$ cat src/cev_pkg.sv
// constants, types and codes of the exception and interrupt vectoring unit
// assumes a 16-bit core whose pipeline reports each instruction end to this unit
package cev_pkg;
   localparam int unsigned VEC_W      = 8;
   localparam int unsigned WORD_W     = 16;
   localparam int unsigned TBL_SHIFT  = 2;
   localparam logic [15:0] WORD_BYTES = 16'h0002;

   localparam logic [7:0] VEC_DIV    = 8'h00;
   localparam logic [7:0] VEC_STEP   = 8'h01;
   localparam logic [7:0] VEC_NMI    = 8'h02;
   localparam logic [7:0] VEC_BRK    = 8'h03;
   localparam logic [7:0] VEC_OVF    = 8'h04;
   localparam logic [7:0] VEC_RANGE  = 8'h05;
   localparam logic [7:0] VEC_UNDEF  = 8'h06;
   localparam logic [7:0] VEC_COPRO  = 8'h07;

   localparam logic [7:0] OPC_BRK      = 8'hcc;
   localparam logic [7:0] OPC_TRAP_N   = 8'hcd;
   localparam logic [7:0] OPC_OVF_TRAP = 8'hce;
   localparam logic [7:0] OPC_RANGE    = 8'h62;
   localparam logic [7:0] OPC_COPRO_LO = 8'hd8;
   localparam logic [7:0] OPC_COPRO_HI = 8'hdf;
   localparam logic [7:0] OPC_WAIT     = 8'h9b;

   localparam int unsigned SW_STEP_BIT = 8;
   localparam int unsigned SW_IE_BIT   = 9;
   localparam int unsigned SW_OVF_BIT  = 11;

   typedef enum logic [1:0] {
      CEV_OP_PUSH  = 2'h0,
      CEV_OP_ACK   = 2'h1,
      CEV_OP_TABLE = 2'h2
   } cev_bus_op_t;

   // gray codes along the entry path through CEV_ACK; the direct step from CEV_IDLE to CEV_PSW flips two bits
   typedef enum logic [2:0] {
      CEV_IDLE = 3'h0,
      CEV_ACK  = 3'h1,
      CEV_PSW  = 3'h3,
      CEV_PCS  = 3'h2,
      CEV_PIP  = 3'h6,
      CEV_RIP  = 3'h7,
      CEV_RCS  = 3'h5,
      CEV_JMP  = 3'h4
   } cev_state_t;
endpackage

$ cat src/cev_dec_if.sv
// carries one finished instruction to the trap classifier and its verdict back
// assumes all signals are valid in the cycle the pipeline flags an instruction end
`timescale 1ns/1ps
`default_nettype none
interface cev_dec_if;
   logic [7:0]  opcode;
   logic [7:0]  imm8;
   logic        ovf;
   logic        div_ovf;
   logic        undef;
   logic [15:0] range_idx;
   logic [15:0] range_lo;
   logic [15:0] range_hi;
   logic        exc;
   logic [7:0]  vec;
   logic        at_start;
   logic        no_step;
   modport dec (input opcode, imm8, ovf, div_ovf, undef, range_idx, range_lo, range_hi,
                output exc, vec, at_start, no_step);
   modport use_side (output opcode, imm8, ovf, div_ovf, undef, range_idx, range_lo,
                     range_hi, input exc, vec, at_start, no_step);
endinterface
`default_nettype wire

$ cat src/cev_trap_decode.sv
// classifies a finished instruction into an exception or software trap and its type
// assumes opcode is the first non-prefix byte and range operands are already fetched
`timescale 1ns/1ps
`default_nettype none
module cev_trap_decode (
   cev_dec_if.dec d
);
   import cev_pkg::*;

   function automatic logic is_no_step(input logic [7:0] op);
      case (op)
         8'h26, 8'h2e, 8'h36, 8'h3e, 8'hf0, 8'hf2, 8'hf3: is_no_step = 1'b1;
         8'h8e, 8'h07, 8'h17, 8'h1f:                      is_no_step = 1'b1;
         OPC_WAIT:                                        is_no_step = 1'b1;
         default:                                         is_no_step = 1'b0;
      endcase
   endfunction

   logic out_of_range;

   always_comb begin
      out_of_range = ($signed(d.range_idx) < $signed(d.range_lo)) ||
                     ($signed(d.range_idx) > $signed(d.range_hi));
      d.exc      = 1'b1;
      d.vec      = VEC_DIV;
      d.at_start = 1'b0;
      d.no_step  = is_no_step(d.opcode);
      // one-cycle priority: a faulting instruction cannot also be a trap instruction
      if (d.undef) begin
         d.vec = VEC_UNDEF;
      end else if (d.opcode >= OPC_COPRO_LO && d.opcode <= OPC_COPRO_HI) begin
         d.vec      = VEC_COPRO;
         d.at_start = 1'b1;
      end else if (d.div_ovf) begin
         d.vec = VEC_DIV;
      end else if (d.opcode == OPC_BRK) begin
         d.vec = VEC_BRK;
      end else if (d.opcode == OPC_TRAP_N) begin
         d.vec = d.imm8;
      end else if (d.opcode == OPC_OVF_TRAP && d.ovf) begin
         d.vec = VEC_OVF;
      end else if (d.opcode == OPC_RANGE && out_of_range) begin
         d.vec = VEC_RANGE;
      end else begin
         d.exc = 1'b0;
      end
   end
endmodule
`default_nettype wire

$ cat src/cev_vector_unit.sv
// interrupt and exception entry sequencer of the core
// assumes the pipeline stalls while busy_out is high and its bus unit runs each request
`timescale 1ns/1ps
`default_nettype none
module cev_vector_unit #(
   parameter int unsigned TBL_ENTRIES = 256
) (
   // clock and reset
   input  wire logic                      clk_sys_in,
   input  wire logic                      nrst_in,
   // instruction end from the pipeline
   input  wire logic                      boundary_in,
   input  wire logic [7:0]                opcode_in,
   input  wire logic [7:0]                imm8_in,
   input  wire logic                      div_ovf_in,
   input  wire logic                      undef_in,
   input  wire logic [15:0]               range_idx_in,
   input  wire logic [15:0]               range_lo_in,
   input  wire logic [15:0]               range_hi_in,
   input  wire logic [15:0]               flags_in,
   input  wire logic [15:0]               code_seg_in,
   input  wire logic [15:0]               next_ptr_in,
   input  wire logic [15:0]               start_ptr_in,
   // hardware requests
   input  wire logic                      nmi_in,
   input  wire logic                      intr_req_in,
   input  wire logic                      intr_internal_in,
   input  wire logic [cev_pkg::VEC_W-1:0] intr_vec_in,
   output logic                           intr_taken_out,
   // bus unit requests
   output logic                           bus_req_out,
   output cev_pkg::cev_bus_op_t           bus_op_out,
   output logic [15:0]                    bus_addr_out,
   output logic [15:0]                    bus_wdata_out,
   input  wire logic                      bus_done_in,
   input  wire logic [15:0]               bus_rdata_in,
   // results to the pipeline
   output logic                           busy_out,
   output logic                           flags_wr_out,
   output logic [15:0]                    flags_out,
   output logic                           redirect_out,
   output logic [15:0]                    new_code_seg_out,
   output logic [15:0]                    new_ptr_out,
   output logic [cev_pkg::VEC_W-1:0]      vec_out
);
   import cev_pkg::*;

   if (TBL_ENTRIES < 32 || TBL_ENTRIES > 256) begin : g_chk
      $error("TBL_ENTRIES must lie between 32 and 256");
   end

   typedef struct packed {
      cev_state_t  st;
      cev_bus_op_t op;
      logic [7:0]  vec;
      logic [15:0] ret_ptr;
      logic [15:0] code_seg;
      logic [15:0] sw;
      logic [15:0] addr;
      logic [15:0] wdata;
      logic [15:0] flags;
      logic [15:0] new_ptr;
      logic [15:0] new_seg;
      logic        flags_wr;
      logic        redirect;
      logic        intr_taken;
      logic        nmi_s1;
      logic        nmi_s2;
      logic        nmi_d;
      logic        nmi_pend;
   } cev_core_t;

   cev_core_t r, n;
   cev_dec_if dif ();

   function automatic logic [15:0] tbl_addr(input logic [7:0] v);
      tbl_addr = {6'h00, v, 2'h0};
   endfunction

   assign dif.opcode    = opcode_in;
   assign dif.imm8      = imm8_in;
   assign dif.ovf       = flags_in[SW_OVF_BIT];
   assign dif.div_ovf   = div_ovf_in;
   assign dif.undef     = undef_in;
   assign dif.range_idx = range_idx_in;
   assign dif.range_lo  = range_lo_in;
   assign dif.range_hi  = range_hi_in;

   cev_trap_decode u_dec (
      .d (dif.dec)
   );

   logic nmi_edge;
   logic nmi_clr;
   logic go;
   logic take_nmi;
   logic take_intr;
   logic take_step;

   always_comb begin
      n            = r;
      n.flags_wr   = 1'b0;
      n.redirect   = 1'b0;
      n.intr_taken = 1'b0;
      n.nmi_s1     = nmi_in;
      n.nmi_s2     = r.nmi_s1;
      n.nmi_d      = r.nmi_s2;
      nmi_edge     = r.nmi_s2 & ~r.nmi_d;
      nmi_clr      = 1'b0;
      go           = 1'b0;
      // requests are looked at only at an instruction end; flags_in already carries
      // any enable just restored by the returning instruction
      take_nmi  = !dif.exc && r.nmi_pend;
      take_intr = !dif.exc && !r.nmi_pend && intr_req_in && flags_in[SW_IE_BIT];
      take_step = !dif.exc && !r.nmi_pend && !take_intr && flags_in[SW_STEP_BIT] &&
                  !dif.no_step;
      case (r.st)
         CEV_IDLE: begin
            if (boundary_in) begin
               go        = dif.exc | take_nmi | take_intr | take_step;
               n.ret_ptr = next_ptr_in;
               if (dif.exc) begin
                  n.vec = dif.vec;
                  if (dif.at_start) begin
                     n.ret_ptr = start_ptr_in;
                  end
               end else if (take_nmi) begin
                  n.vec   = VEC_NMI;
                  nmi_clr = 1'b1;
               end else if (take_intr) begin
                  n.vec        = intr_vec_in;
                  n.intr_taken = 1'b1;
               end else if (take_step) begin
                  // vec_out keeps the last entry's type when nothing is served
                  n.vec = VEC_STEP;
               end
            end
            if (go) begin
               n.sw       = flags_in;
               n.code_seg = code_seg_in;
               n.flags    = flags_in;
               n.flags[SW_IE_BIT]   = 1'b0;
               n.flags[SW_STEP_BIT] = 1'b0;
               n.flags_wr = 1'b1;
               n.wdata    = flags_in;
               n.addr     = '0;
               if (take_intr && !intr_internal_in) begin
                  n.st = CEV_ACK;
                  n.op = CEV_OP_ACK;
               end else begin
                  n.st = CEV_PSW;
                  n.op = CEV_OP_PUSH;
               end
            end
         end
         CEV_ACK: begin
            if (bus_done_in) begin
               n.vec = bus_rdata_in[VEC_W-1:0];
               n.st  = CEV_PSW;
               n.op  = CEV_OP_PUSH;
            end
         end
         CEV_PSW: begin
            if (bus_done_in) begin
               n.wdata = r.code_seg;
               n.st    = CEV_PCS;
            end
         end
         CEV_PCS: begin
            if (bus_done_in) begin
               n.wdata = r.ret_ptr;
               n.st    = CEV_PIP;
            end
         end
         CEV_PIP: begin
            if (bus_done_in) begin
               n.addr = tbl_addr(r.vec);
               n.op   = CEV_OP_TABLE;
               n.st   = CEV_RIP;
            end
         end
         CEV_RIP: begin
            if (bus_done_in) begin
               n.new_ptr = bus_rdata_in;
               n.addr    = r.addr + WORD_BYTES;
               n.st      = CEV_RCS;
            end
         end
         CEV_RCS: begin
            if (bus_done_in) begin
               n.new_seg  = bus_rdata_in;
               n.redirect = 1'b1;
               n.st       = CEV_JMP;
            end
         end
         CEV_JMP: begin
            n.st = CEV_IDLE;
         end
         default: begin
            n.st = CEV_IDLE;
         end
      endcase
      // a new edge in the clearing cycle stays pending
      n.nmi_pend = nmi_edge | (r.nmi_pend & ~nmi_clr);
   end

   always_ff @(posedge clk_sys_in or negedge nrst_in) begin
      if (!nrst_in) begin
         r <= '0;
      end else begin
         r <= n;
      end
   end

   assign busy_out         = (r.st != CEV_IDLE);
   assign bus_req_out      = (r.st != CEV_IDLE) && (r.st != CEV_JMP);
   assign bus_op_out       = r.op;
   assign bus_addr_out     = r.addr;
   assign bus_wdata_out    = r.wdata;
   assign flags_wr_out     = r.flags_wr;
   assign flags_out        = r.flags;
   assign redirect_out     = r.redirect;
   assign new_code_seg_out = r.new_seg;
   assign new_ptr_out      = r.new_ptr;
   assign vec_out          = r.vec;
   assign intr_taken_out   = r.intr_taken;

   // checks
   logic idle_end;
   assign idle_end = (r.st == CEV_IDLE) && boundary_in;

   property p_push_order;
      @(posedge clk_sys_in) disable iff (!nrst_in)
      (r.st == CEV_PSW && bus_done_in) |=> (r.st == CEV_PCS && bus_wdata_out == r.code_seg);
   endproperty
   a_push_order: assert property (p_push_order) else $error("push order wrong");

   property p_push_ret;
      @(posedge clk_sys_in) disable iff (!nrst_in)
      (r.st == CEV_PCS && bus_done_in) |=> (r.st == CEV_PIP && bus_wdata_out == r.ret_ptr);
   endproperty
   a_push_ret: assert property (p_push_ret) else $error("return offset push wrong");

   property p_copro_ret;
      @(posedge clk_sys_in) disable iff (!nrst_in)
      (idle_end && !undef_in && opcode_in >= OPC_COPRO_LO && opcode_in <= OPC_COPRO_HI)
         |=> (r.ret_ptr == $past(start_ptr_in) && r.vec == VEC_COPRO);
   endproperty
   a_copro_ret: assert property (p_copro_ret) else $error("coprocessor trap return wrong");

   property p_next_ret;
      @(posedge clk_sys_in) disable iff (!nrst_in)
      (idle_end && dif.exc && !dif.at_start) |=> (r.ret_ptr == $past(next_ptr_in));
   endproperty
   a_next_ret: assert property (p_next_ret) else $error("exception return wrong");

   property p_tbl;
      @(posedge clk_sys_in) disable iff (!nrst_in)
      (r.st == CEV_RIP) |-> (bus_op_out == CEV_OP_TABLE && bus_addr_out == {6'h00, r.vec, 2'h0});
   endproperty
   a_tbl: assert property (p_tbl) else $error("table address wrong");

   property p_nmi;
      @(posedge clk_sys_in) disable iff (!nrst_in)
      (idle_end && !dif.exc && r.nmi_pend) |=> (r.st == CEV_PSW && r.vec == VEC_NMI);
   endproperty
   a_nmi: assert property (p_nmi) else $error("nmi entry wrong");

   property p_flags;
      @(posedge clk_sys_in) disable iff (!nrst_in)
      flags_wr_out |-> (!flags_out[SW_IE_BIT] && !flags_out[SW_STEP_BIT] && busy_out &&
         (($past(flags_in) ^ flags_out) &
          ~((16'h0001 << SW_IE_BIT) | (16'h0001 << SW_STEP_BIT))) == 16'h0000);
   endproperty
   a_flags: assert property (p_flags) else $error("entry flags not cleared");

   property p_step;
      @(posedge clk_sys_in) disable iff (!nrst_in)
      (idle_end && !dif.exc && !r.nmi_pend && !(intr_req_in && flags_in[SW_IE_BIT]) &&
       flags_in[SW_STEP_BIT] && !dif.no_step) |=> (r.vec == VEC_STEP && flags_wr_out);
   endproperty
   a_step: assert property (p_step) else $error("single step not raised");

   property p_div;
      @(posedge clk_sys_in) disable iff (!nrst_in)
      (idle_end && div_ovf_in && !undef_in &&
       !(opcode_in >= OPC_COPRO_LO && opcode_in <= OPC_COPRO_HI))
         |=> (r.vec == VEC_DIV && busy_out);
   endproperty
   a_div: assert property (p_div) else $error("divide error not raised");

   property p_redirect;
      @(posedge clk_sys_in) disable iff (!nrst_in)
      (r.st == CEV_RCS && bus_done_in) |=> (redirect_out && new_code_seg_out == $past(bus_rdata_in))
         ##1 !busy_out;
   endproperty
   a_redirect: assert property (p_redirect) else $error("redirect wrong");

   property p_exc_first;
      @(posedge clk_sys_in) disable iff (!nrst_in)
      (idle_end && dif.exc) |=> (r.vec == $past(dif.vec) && !intr_taken_out);
   endproperty
   a_exc_first: assert property (p_exc_first) else $error("exception not first");

   c_ack:   cover property (@(posedge clk_sys_in) r.st == CEV_ACK && bus_done_in);
   c_nmi:   cover property (@(posedge clk_sys_in) idle_end && take_nmi);
   c_copro: cover property (@(posedge clk_sys_in) idle_end && dif.at_start);
   c_step:  cover property (@(posedge clk_sys_in) idle_end && take_step);
endmodule
`default_nettype wire

$ cat config.mk
export PLATFORM = sky130hd
export DESIGN_NAME = cev_vector_unit
export DESIGN_NICKNAME = d
export VERILOG_FILES = /design/src/cev_pkg.sv /design/src/cev_dec_if.sv /design/src/cev_trap_decode.sv /design/src/cev_vector_unit.sv
export SDC_FILE = /design/constraint.sdc
export NUM_CORES = 1
export LEC_CHECK = 0
export ABC_AREA = 1
export ABC_CLOCK_PERIOD_IN_PS = 5400
export BUFFER_PORTS_ARGS = -buffer_cell sky130_fd_sc_hd__buf_2
export CAP_MARGIN = 20
export CORE_MARGIN = 3
export CORE_UTILIZATION = 56
export DETAILED_ROUTE_END_ITERATION = 10
export GPL_ROUTABILITY_DRIVEN = 0
export PLACE_DENSITY_LB_ADDON = 0.2
export SYNTH_ARGS = -nofsm -noshare
export SYNTH_HDL_FRONTEND = slang
export SYNTH_SLANG_ARGS = --single-unit
$ cat constraint.sdc
create_clock -name clk_sys_in -period 5.4 [get_ports clk_sys_in]
set_clock_uncertainty 0.15 [all_clocks]
set_input_delay 0.27 -clock clk_sys_in [delete_from_list [all_inputs] [get_ports clk_sys_in]]
set_output_delay 0.27 -clock clk_sys_in [all_outputs]
set_load 0.02 [all_outputs]
==> reports/qor.yml, run 1 <==
io_buffer_count: 252
hold_viol: 0
dp_hpwl_um: 15500
syn_avg_cell_area_um2: 7.55
dr.first_iter.drc_count: 485
place_area_um2: 8620
cts_resized: 0
synth_area_um2: 7920
cts_tree: "built"
cpMostUsedCell: "nand2_1"
detail_route.first_pass.iterations: 5
ant_nets: 0
rsz0062_at_grt: "no"
cts_root_buf: "clkbuf_16"
cts_setup_buffers: 0
hold_path_class: "input pin to flip-flop"
p_leak_uw: 0.00547
cts_sinks: 129
dr_total_vias: 7586
rows: 42
clock_latency_ns: 0.41
grt_usage: 0.274
synthFlopType: "dfrtp_1"
crit_required_ns: 5.56
clk_path_buf_depth: 2
worst-path-buf-inv: 1
crit_chain: "buf_2 -> ha_1 -> a21oi_1 -> o21ai_0 -> a21oi_1 -> nand2_1 -> nand2_1 -> nand3_1 -> nand2_1 -> nand2_1 -> nand4_2 -> nand2_2 -> nand2_2 -> nand3_1 -> o21ai_0"
synthArstFlopShare: 1.00
worst_pin_slew_ns: 0.963
yosysSeqAreaShare: 0.408
fp.dieArea_um2: 15600
yosys_warnings: 0
cpLargestDelayFamily: "simple AND/OR/NAND/NOR gates"
maxCapViolCount: 0
setup_viol: 0
io_pins: 256
power_density_nw_per_um2: 477
ys_ff_latch: 129
drc: 0
syn_to_final_growth_pct: 24.7
cpPeakStageDelay_ns: 0.81
grt_pass1_wl_um: 34900
syn-instance-count: 1048
start_util: 0.586
clk_pin_slew_ns: 0.06
routed_via_density: 5.20
antenna_cells: 0
synth-edff-count: 0
grt_max_degree: 72
n_fill_cell: 1073
max_freq_mhz: 285
startpoint_type: "input pin"
wirelength_um: 21500
timing.setup.tns_ns: 0
period_minus_slack_ns: 3.51
synth.distinct_cells: 36
antenna_found_initial: 2
drv_slew: 0
drive_gt1_frac: 0.253
maxSlewHeadroom: 0.356
status: "finished, final reports clean"
critPathCaptureType: "flip-flop"
die_height_um: 125
critPathMaxFanout: 30
arrival_ns: 3.67
routedWlPerCell_um: 14.7
final_cell_area_um2: 9870
h-tree-depth: 4
nets: 1464
critPathSlowestCell: "nand3_1"
post-route-period-util: 0.651
die_w_um: 125
criticalPathCategory: "input pin to flip-flop"
ir_drop_uv: 276
grt_pass1_vias: 7253
core-area_um2: 13500
grt-ovfl-total: 0
numCtsBuffers: 17
-- Yosys cell counts, types with 2 or more instances --
| master | n | area, um2 |
|---|---|---|
| nand2_1 | 288 | 1080 |
| dfrtp_1 | 129 | 3230 |
| inv_1 | 125 | 469 |
| buf_4 | 91 | 683 |
| o21ai_0 | 81 | 405 |
| nor2_1 | 79 | 297 |
| a21oi_1 | 54 | 270 |
| nand3_1 | 37 | 185 |
| ha_1 | 32 | 400 |
| a22oi_1 | 19 | 143 |
| clkbuf_1 | 16 | 60.1 |
| a21oi_2 | 11 | 96.3 |
| buf_2 | 11 | 55.1 |
| nor3_1 | 9 | 45.0 |
| nand4_1 | 8 | 50.1 |
| nand2_2 | 7 | 43.8 |
| nor4_1 | 6 | 37.5 |
| o311ai_0 | 6 | 52.6 |
| or2_2 | 6 | 37.5 |
| xor2_1 | 5 | 43.8 |
| a32oi_1 | 3 | 26.3 |
| inv_2 | 3 | 11.3 |
| o21ai_1 | 3 | 15.0 |
| buf_6 | 2 | 22.5 |
| mux2_2 | 2 | 22.5 |
| nand4_2 | 2 | 25.0 |
| o211ai_1 | 2 | 15.0 |
| o21bai_1 | 2 | 15.0 |
| o22ai_1 | 2 | 12.5 |
-- sequential cells by signal, indices dropped and copies added (netlist names), 2 cells and up --
signal            flops
new_code_seg_out     16
vec_out               8
flags_out            14
new_ptr_out          16
n                     2
bus_op_out            2
bus_addr_out         15
r                    37
bus_wdata_out        16
-- final timing paths --
check                                    to  cells past startpoint        startpoint  slack (ns)
min                          new_ptr_out[7]                      3   bus_rdata_in[7]        0.03
max                        bus_addr_out[11]                     15  range_idx_in[11]        1.89
max in group asynchronous            r[111]                      3           nrst_in        3.44
min reg2reg                            n[1]                      0              n[2]        0.20
max reg2reg                bus_addr_out[11]                      6            r[147]        2.18
min in group asynchronous  bus_addr_out[14]                      2           nrst_in        0.38
-- what timing repair did --
item	in CTS	in global routing
hold endpoints to repair	140	0
hold buffers	62	0
setup endpoints to repair	0	0
-- tightest hold or removal path: cells and delay by family --
family	cells	cell delay, ns
AOI/OAI and AO/OA	1	0.13
buffers and inverters	2	0.15
-- placed cells by master (no fill, tap or decap), types with 4 or more instances in the layout --
master / instances
a21oi_1: 54
a21oi_2: 11
a22oi_1: 19
buf_2: 251
buf_4: 5
clkbuf_16: 17
clkbuf_8: 4
dfrtp_1: 129
dlygate4sd3_1: 62
ha_1: 32
inv_1: 125
nand2_1: 288
nand2_2: 7
nand3_1: 37
nand4_1: 8
nor2_1: 78
nor3_1: 8
nor4_1: 6
o21ai_0: 81
o311ai_0: 6
or2_2: 6
xor2_1: 5
-- routing by layer --
layer  routed length, um  track usage
met1                8990        0.353
met2               10100        0.441
met3                1740       0.0729
met4                 657        0.112
met5                  20            0
-- where the power goes --
group          switching [uW]  total, uW  internal (uW)  leakage [uW]
Sequential                262       1640           1370       0.00162
Clock                     407       1070            667      0.000274
Combinational            1320       2000            682       0.00358
Total                    1990       4710           2720       0.00547
-- stage by stage --
stage / worst slack [ns] / hold WS [ns] / instances / utilization / total power [uW]
final: 1.89 / 0.0299 / 1459 / 0.731 / 4710
after CTS: 1.94 / 0.0152 / 1454 / 0.725 / 4690
after global placement: 1.64 / 0.184 / 1361 / 0.638 / 3520
after global routing: 1.40 / 0.0306 / 1459 / 0.731 / 5070
after floorplan: 2.99 / -0.176 / 1050 / - / 3300
after detailed placement: 1.52 / 0.191 / 1361 / 0.638 / 3570
-- cells by family (layout without fill, tap and decap cells) --
kind of cell / after synthesis / after routing / synth area share
compound gates: 186 / 186 / 0.138
other cells: 1 / 3 / 0.000474
fa+ha+maj: 32 / 32 / 0.0506
buf+inv: 249 / 482 / 0.165
flops: 129 / 129 / 0.408
simple gates: 444 / 444 / 0.230
xor+xnor: 5 / 5 / 0.00553
mux: 2 / 2 / 0.00285
-- layout make-up --
type,instances,area [um2],area share
clock buffers,23,478,0.0484
clock inverters,8,78.8,0.00798
inverters,129,484,0.0490
multi-input cells,672,3400,0.344
flip-flops and latches,129,3230,0.327
well taps,176,220,0.0223
repair buffers,322,1990,0.201
Power figures use the tool's default switching activity.
==> run 2: changes to the inputs <==
Settings changed: ABC_CLOCK_PERIOD_IN_PS 5400 to 3000, CORE_UTILIZATION 56 to 47.
Clock period 5.4 ns to 3 ns, I/O delays scaled along.
==> run 2 against run 1 <==
Effect of this change: count of clock-buffer cells in the layout shrank 2; wire length grew 0.82%; design area grew 3.0%; flip-flop and latch count is the same.
==> reports/qor.yml, run 2 (same netlist as run 1, synthesis figures left out) <==
status: "finished, final reports clean"
drv_slew: 0
routedWlPerCell_um: 14.1
criticalPathCategory: "flip-flop to flip-flop"
antenna_found_initial: 0
cts_root_buf: "clkbuf_16"
drc: 0
timing.setup.tns_ns: 0
maxCapViolCount: 0
cts_setup_buffers: 0
n_fill_cell: 1479
antenna_cells: 0
cts_tree: "built"
top_register: "r"
cpMostUsedCell: "nand2_1"
fin_cells: 1530
drive_gt1_frac: 0.256
io_buffer_count: 252
grt_max_degree: 70
maxSlewHeadroom: 0.363
rows: 46
routed.top_layer: "met4"
dp.cells: 1416
fp.dieArea_um2: 18400
post-route-util: 0.629
grt_pass1_vias: 7228
nets: 1494
cpPeakStageDelay_ns: 0.60
routed_via_density: 4.88
die_height_um: 136
total_power_uw: 8570
worst_pin_slew_ns: 0.954
grt_pass1_wl_um: 34700
most-common-layout-cells: "nand2_1, buf_2, dfrtp_1, inv_1, dlygate4sd3_1"
rsz0062_at_grt: "no"
grt-ovfl-total: 0
clk_pin_slew_ns: 0.06
dp_hpwl_um: 15500
core-area_um2: 16200
syn_to_final_growth_pct: 28.5
h-tree-depth: 4
hold_path_class: "input pin to flip-flop"
wl_met2_um: 10400
post-route-period-util: 0.842
wirelength_met1_um: 9540
crit_required_ns: 3.21
hold_buffers: 82
largest_register_ffs: 37
power_density_nw_per_um2: 843
crit_chain: "inv_1 -> nand2_1 -> nor2_1 -> nand2_1 -> buf_4 -> a21oi_1 -> o21ai_0 -> dlygate4sd3_1 -> nand2_1"
arrival_ns: 2.74
clk_path_buf_depth: 2
critPathSlowestCell: "dlygate4sd3_1"
critPathMaxFanout: 34
dr.first_iter.drc_count: 295
ir_drop_uv: 572
setup_viol: 0
cts_sinks: 129
ant_nets: 0
hold_viol: 0
dr_total_vias: 7471
post-place-ws_ns: 0.260
die_w_um: 136
start_util: 0.489
period_minus_slack_ns: 2.53
cts_resized: 0
critPathCaptureType: "flip-flop"
detail_route.first_pass.iterations: 5
clock_latency_ns: 0.42
io_pins: 256
met3_length_um: 1200
max_freq_mhz: 396
wirelength_um: 21600
final_common_cell: "nand2_1"
grt_usage: 0.236
numCtsBuffers: 17
p_leak_uw: 0.00555
startpoint_type: "flip-flop"
layout_setup_ws_ns: 0.473
## run 2: final cells by class
| type | instances | area [um2] | area share |
|---|---|---|---|
| clock buffers | 21 | 460 | 0.0453 |
| flip-flops and latches | 129 | 3230 | 0.317 |
| inverters | 129 | 484 | 0.0476 |
| multi-input cells | 672 | 3400 | 0.334 |
| well taps | 216 | 270 | 0.0266 |
| repair buffers | 352 | 2220 | 0.219 |
| clock inverters | 11 | 104 | 0.0102 |
## run 2: stage by stage
stage	hold WS [ns]	cell area, um2
6_report	0.0154	10200
3_3_place_gp	0.0481	8780
3_5_place_dp	0.0487	8780
2_1_floorplan	-0.296	7920
5_1_grt	0.0178	10200
4_1_cts	0.00544	10200
## run 2: worst paths after layout
kind                                  start                   to  slack (ns)  cells past startpoint
worst max-delay path                 r[145]               r[127]        0.47                      9
max in group asynchronous           nrst_in  new_code_seg_out[0]        1.77                      3
worst min-delay path            flags_in[9]     bus_wdata_out[9]        0.02                      5
min in group asynchronous           nrst_in     bus_addr_out[11]        0.15                      2
worst max register to register       r[145]               r[127]        0.47                      9
worst min register to register         n[2]                 n[1]        0.20                      0
## run 2: power by group
part / total, uW / internal (uW) / switching, uW
logic: 3660 / 1290 / 2380
clock network: 1960 / 1190 / 774
registers: 2940 / 2470 / 471
## run 2: per-layer routing
layer / track usage / up-vias
li1: - / 3800
met1: 0.307 / 3386
met4: 0.0784 / 0
met5: 0 / -
met3: 0.0390 / 38
met2: 0.403 / 247
## run 2: critical path: cells and delay by family (launching register included)
family          cells  cell delay [ns]
compound gates      2             0.31
flops               1             0.39
simple gates        4             0.59
buf+inv             3             1.04
==> run 3: changes to the inputs <==
Settings changed: ABC_CLOCK_PERIOD_IN_PS 3000 to 2400, CORE_UTILIZATION 47 to 52.
Clock period 3 ns to 2.4 ns, I/O delays scaled along.
==> run 3 against run 2 <==
Effect of this change: count of clock-buffer cells in the layout fell by 1; clock power rose by 18%; critical path depth rose by 8; flip-flop and latch count did not move; worst setup slack got worse by 0.27 ns; via count rose by 3.5%; die area fell by 9.2%.
==> reports/qor.yml, run 3 (same netlist as run 1, synthesis figures left out) <==
drive_gt1_frac: 0.261
critPathMaxFanout: 30
rows: 44
die_height_um: 129
setup_viol: 0
clk_path_buf_depth: 2
ant_nets: 0
hold_buffers: 85
grt_usage: 0.271
top_register: "r"
rsz0062_at_grt: "no"
grt-ovfl-total: 0
power_density_nw_per_um2: 1040
crit_required_ns: 2.57
maxCapViolCount: 0
start_util: 0.538
worst_pin_slew_ns: 0.609
clk_pin_slew_ns: 0.05
ir_drop_uv: 700
dr.first_iter.drc_count: 431
wirelength_um: 22500
timing.setup.tns_ns: 0
routed_via_density: 5.11
drv_slew: 0
cts_tree: "built"
cts_sinks: 129
antenna_cells: 0
fin_cells: 1512
dp_hpwl_um: 15700
cts_resized: 0
maxSlewHeadroom: 0.594
drc: 0
nets: 1508
startpoint_type: "input pin"
hold_path_startpoint: "undef_in"
io_buffer_count: 252
final_common_cell: "nand2_1"
critical_path.startpoint: "range_idx_in[15]"
largest_register_ffs: 37
syn_to_final_growth_pct: 29.6
clock_latency_ns: 0.41
die_w_um: 129
grt_pass1_wl_um: 36100
place_area_um2: 8870
antenna_found_initial: 1
p_leak_uw: 0.00566
most-common-layout-cells: "nand2_1, buf_2, dfrtp_1, inv_1, dlygate4sd3_1"
criticalPathCategory: "input pin to flip-flop"
status: "finished, final reports clean"
arrival_ns: 2.37
h-tree-depth: 4
critPathCaptureType: "flip-flop"
fp.dieArea_um2: 16700
dr_total_vias: 7729
hold_path_class: "input pin to flip-flop"
dp.cells: 1394
detail_route.first_pass.iterations: 6
post-route-util: 0.698
cts_root_buf: "clkbuf_16"
numCtsBuffers: 17
cts_setup_buffers: 0
period_minus_slack_ns: 2.20
post-route-period-util: 0.916
crit-reg2reg-launch: "r[147]"
grt_max_degree: 66
final_cell_area_um2: 10300
grt_pass1_vias: 7519
io_pins: 256
routedWlPerCell_um: 14.9
max_freq_mhz: 455
hold_viol: 0
core-area_um2: 14700
-- run 3: path summary, 6_finish.rpt --
check	cells after the start	slack, ns	end
min	6	0.05	vec_out[5]
min reg2reg	0	0.20	n[1]
max in group asynchronous	3	1.36	bus_wdata_out[13]
max	17	0.20	bus_addr_out[9]
max reg2reg	7	0.26	new_ptr_out[13]
min in group asynchronous	2	0.11	bus_addr_out[11]
-- run 3: critical path, cell delays in order --
cell	delay (ns)
buf_2	0.11
ha_1	0.32
nand2_1	0.09
nor3_1	0.34
nand2_1	0.14
nand2_1	0.08
nand2_1	0.05
nand3_1	0.07
nand2_1	0.06
nand2_1	0.12
nand4_2	0.15
nand2_2	0.11
nand2_2	0.09
nand3_1	0.15
buf_12	0.18
nand2_1	0.07
o21ai_0	0.09
-- run 3: power breakdown --
group	leakage (uW)	switching (uW)	internal, uW	total (uW)
clock	0.000265	965	1350	2310
combinational	0.00378	3010	1700	4700
sequential	0.00162	601	3090	3690
-- run 3: final cells by class --
cell class	count	area (um2)
tap	184	230
inverter	129	484
fill	1145	4440
timing repair buffer	366	2390
sequential	129	3230
clock inverter	12	85.1
multi-input combinational	672	3400
clock buffer	20	447
-- run 3: through the flow --
| step | hold slack (ns) | setup WS, ns | power (uW) |
|---|---|---|---|
| 5_1_grt | 0.119 | 0.0563 | 11500 |
| 3_5_place_dp | 0.00320 | -0.143 | 8260 |
| 4_1_cts | 0.000304 | 0.185 | 10700 |
| 6_report | 0.0521 | 0.201 | 10700 |
| 2_1_floorplan | -0.326 | 0.145 | 7430 |
| 3_3_place_gp | 0.00483 | -0.0320 | 8150 |
-- run 3: per-layer routing --
metal  up-vias  GRT usage  share of wire
li1       3812          -              -
met1      3552      0.335           0.41
met2       314      0.464           0.49
met3        49     0.0655          0.071
met4         2     0.0951          0.025
met5         -          0        0.00058
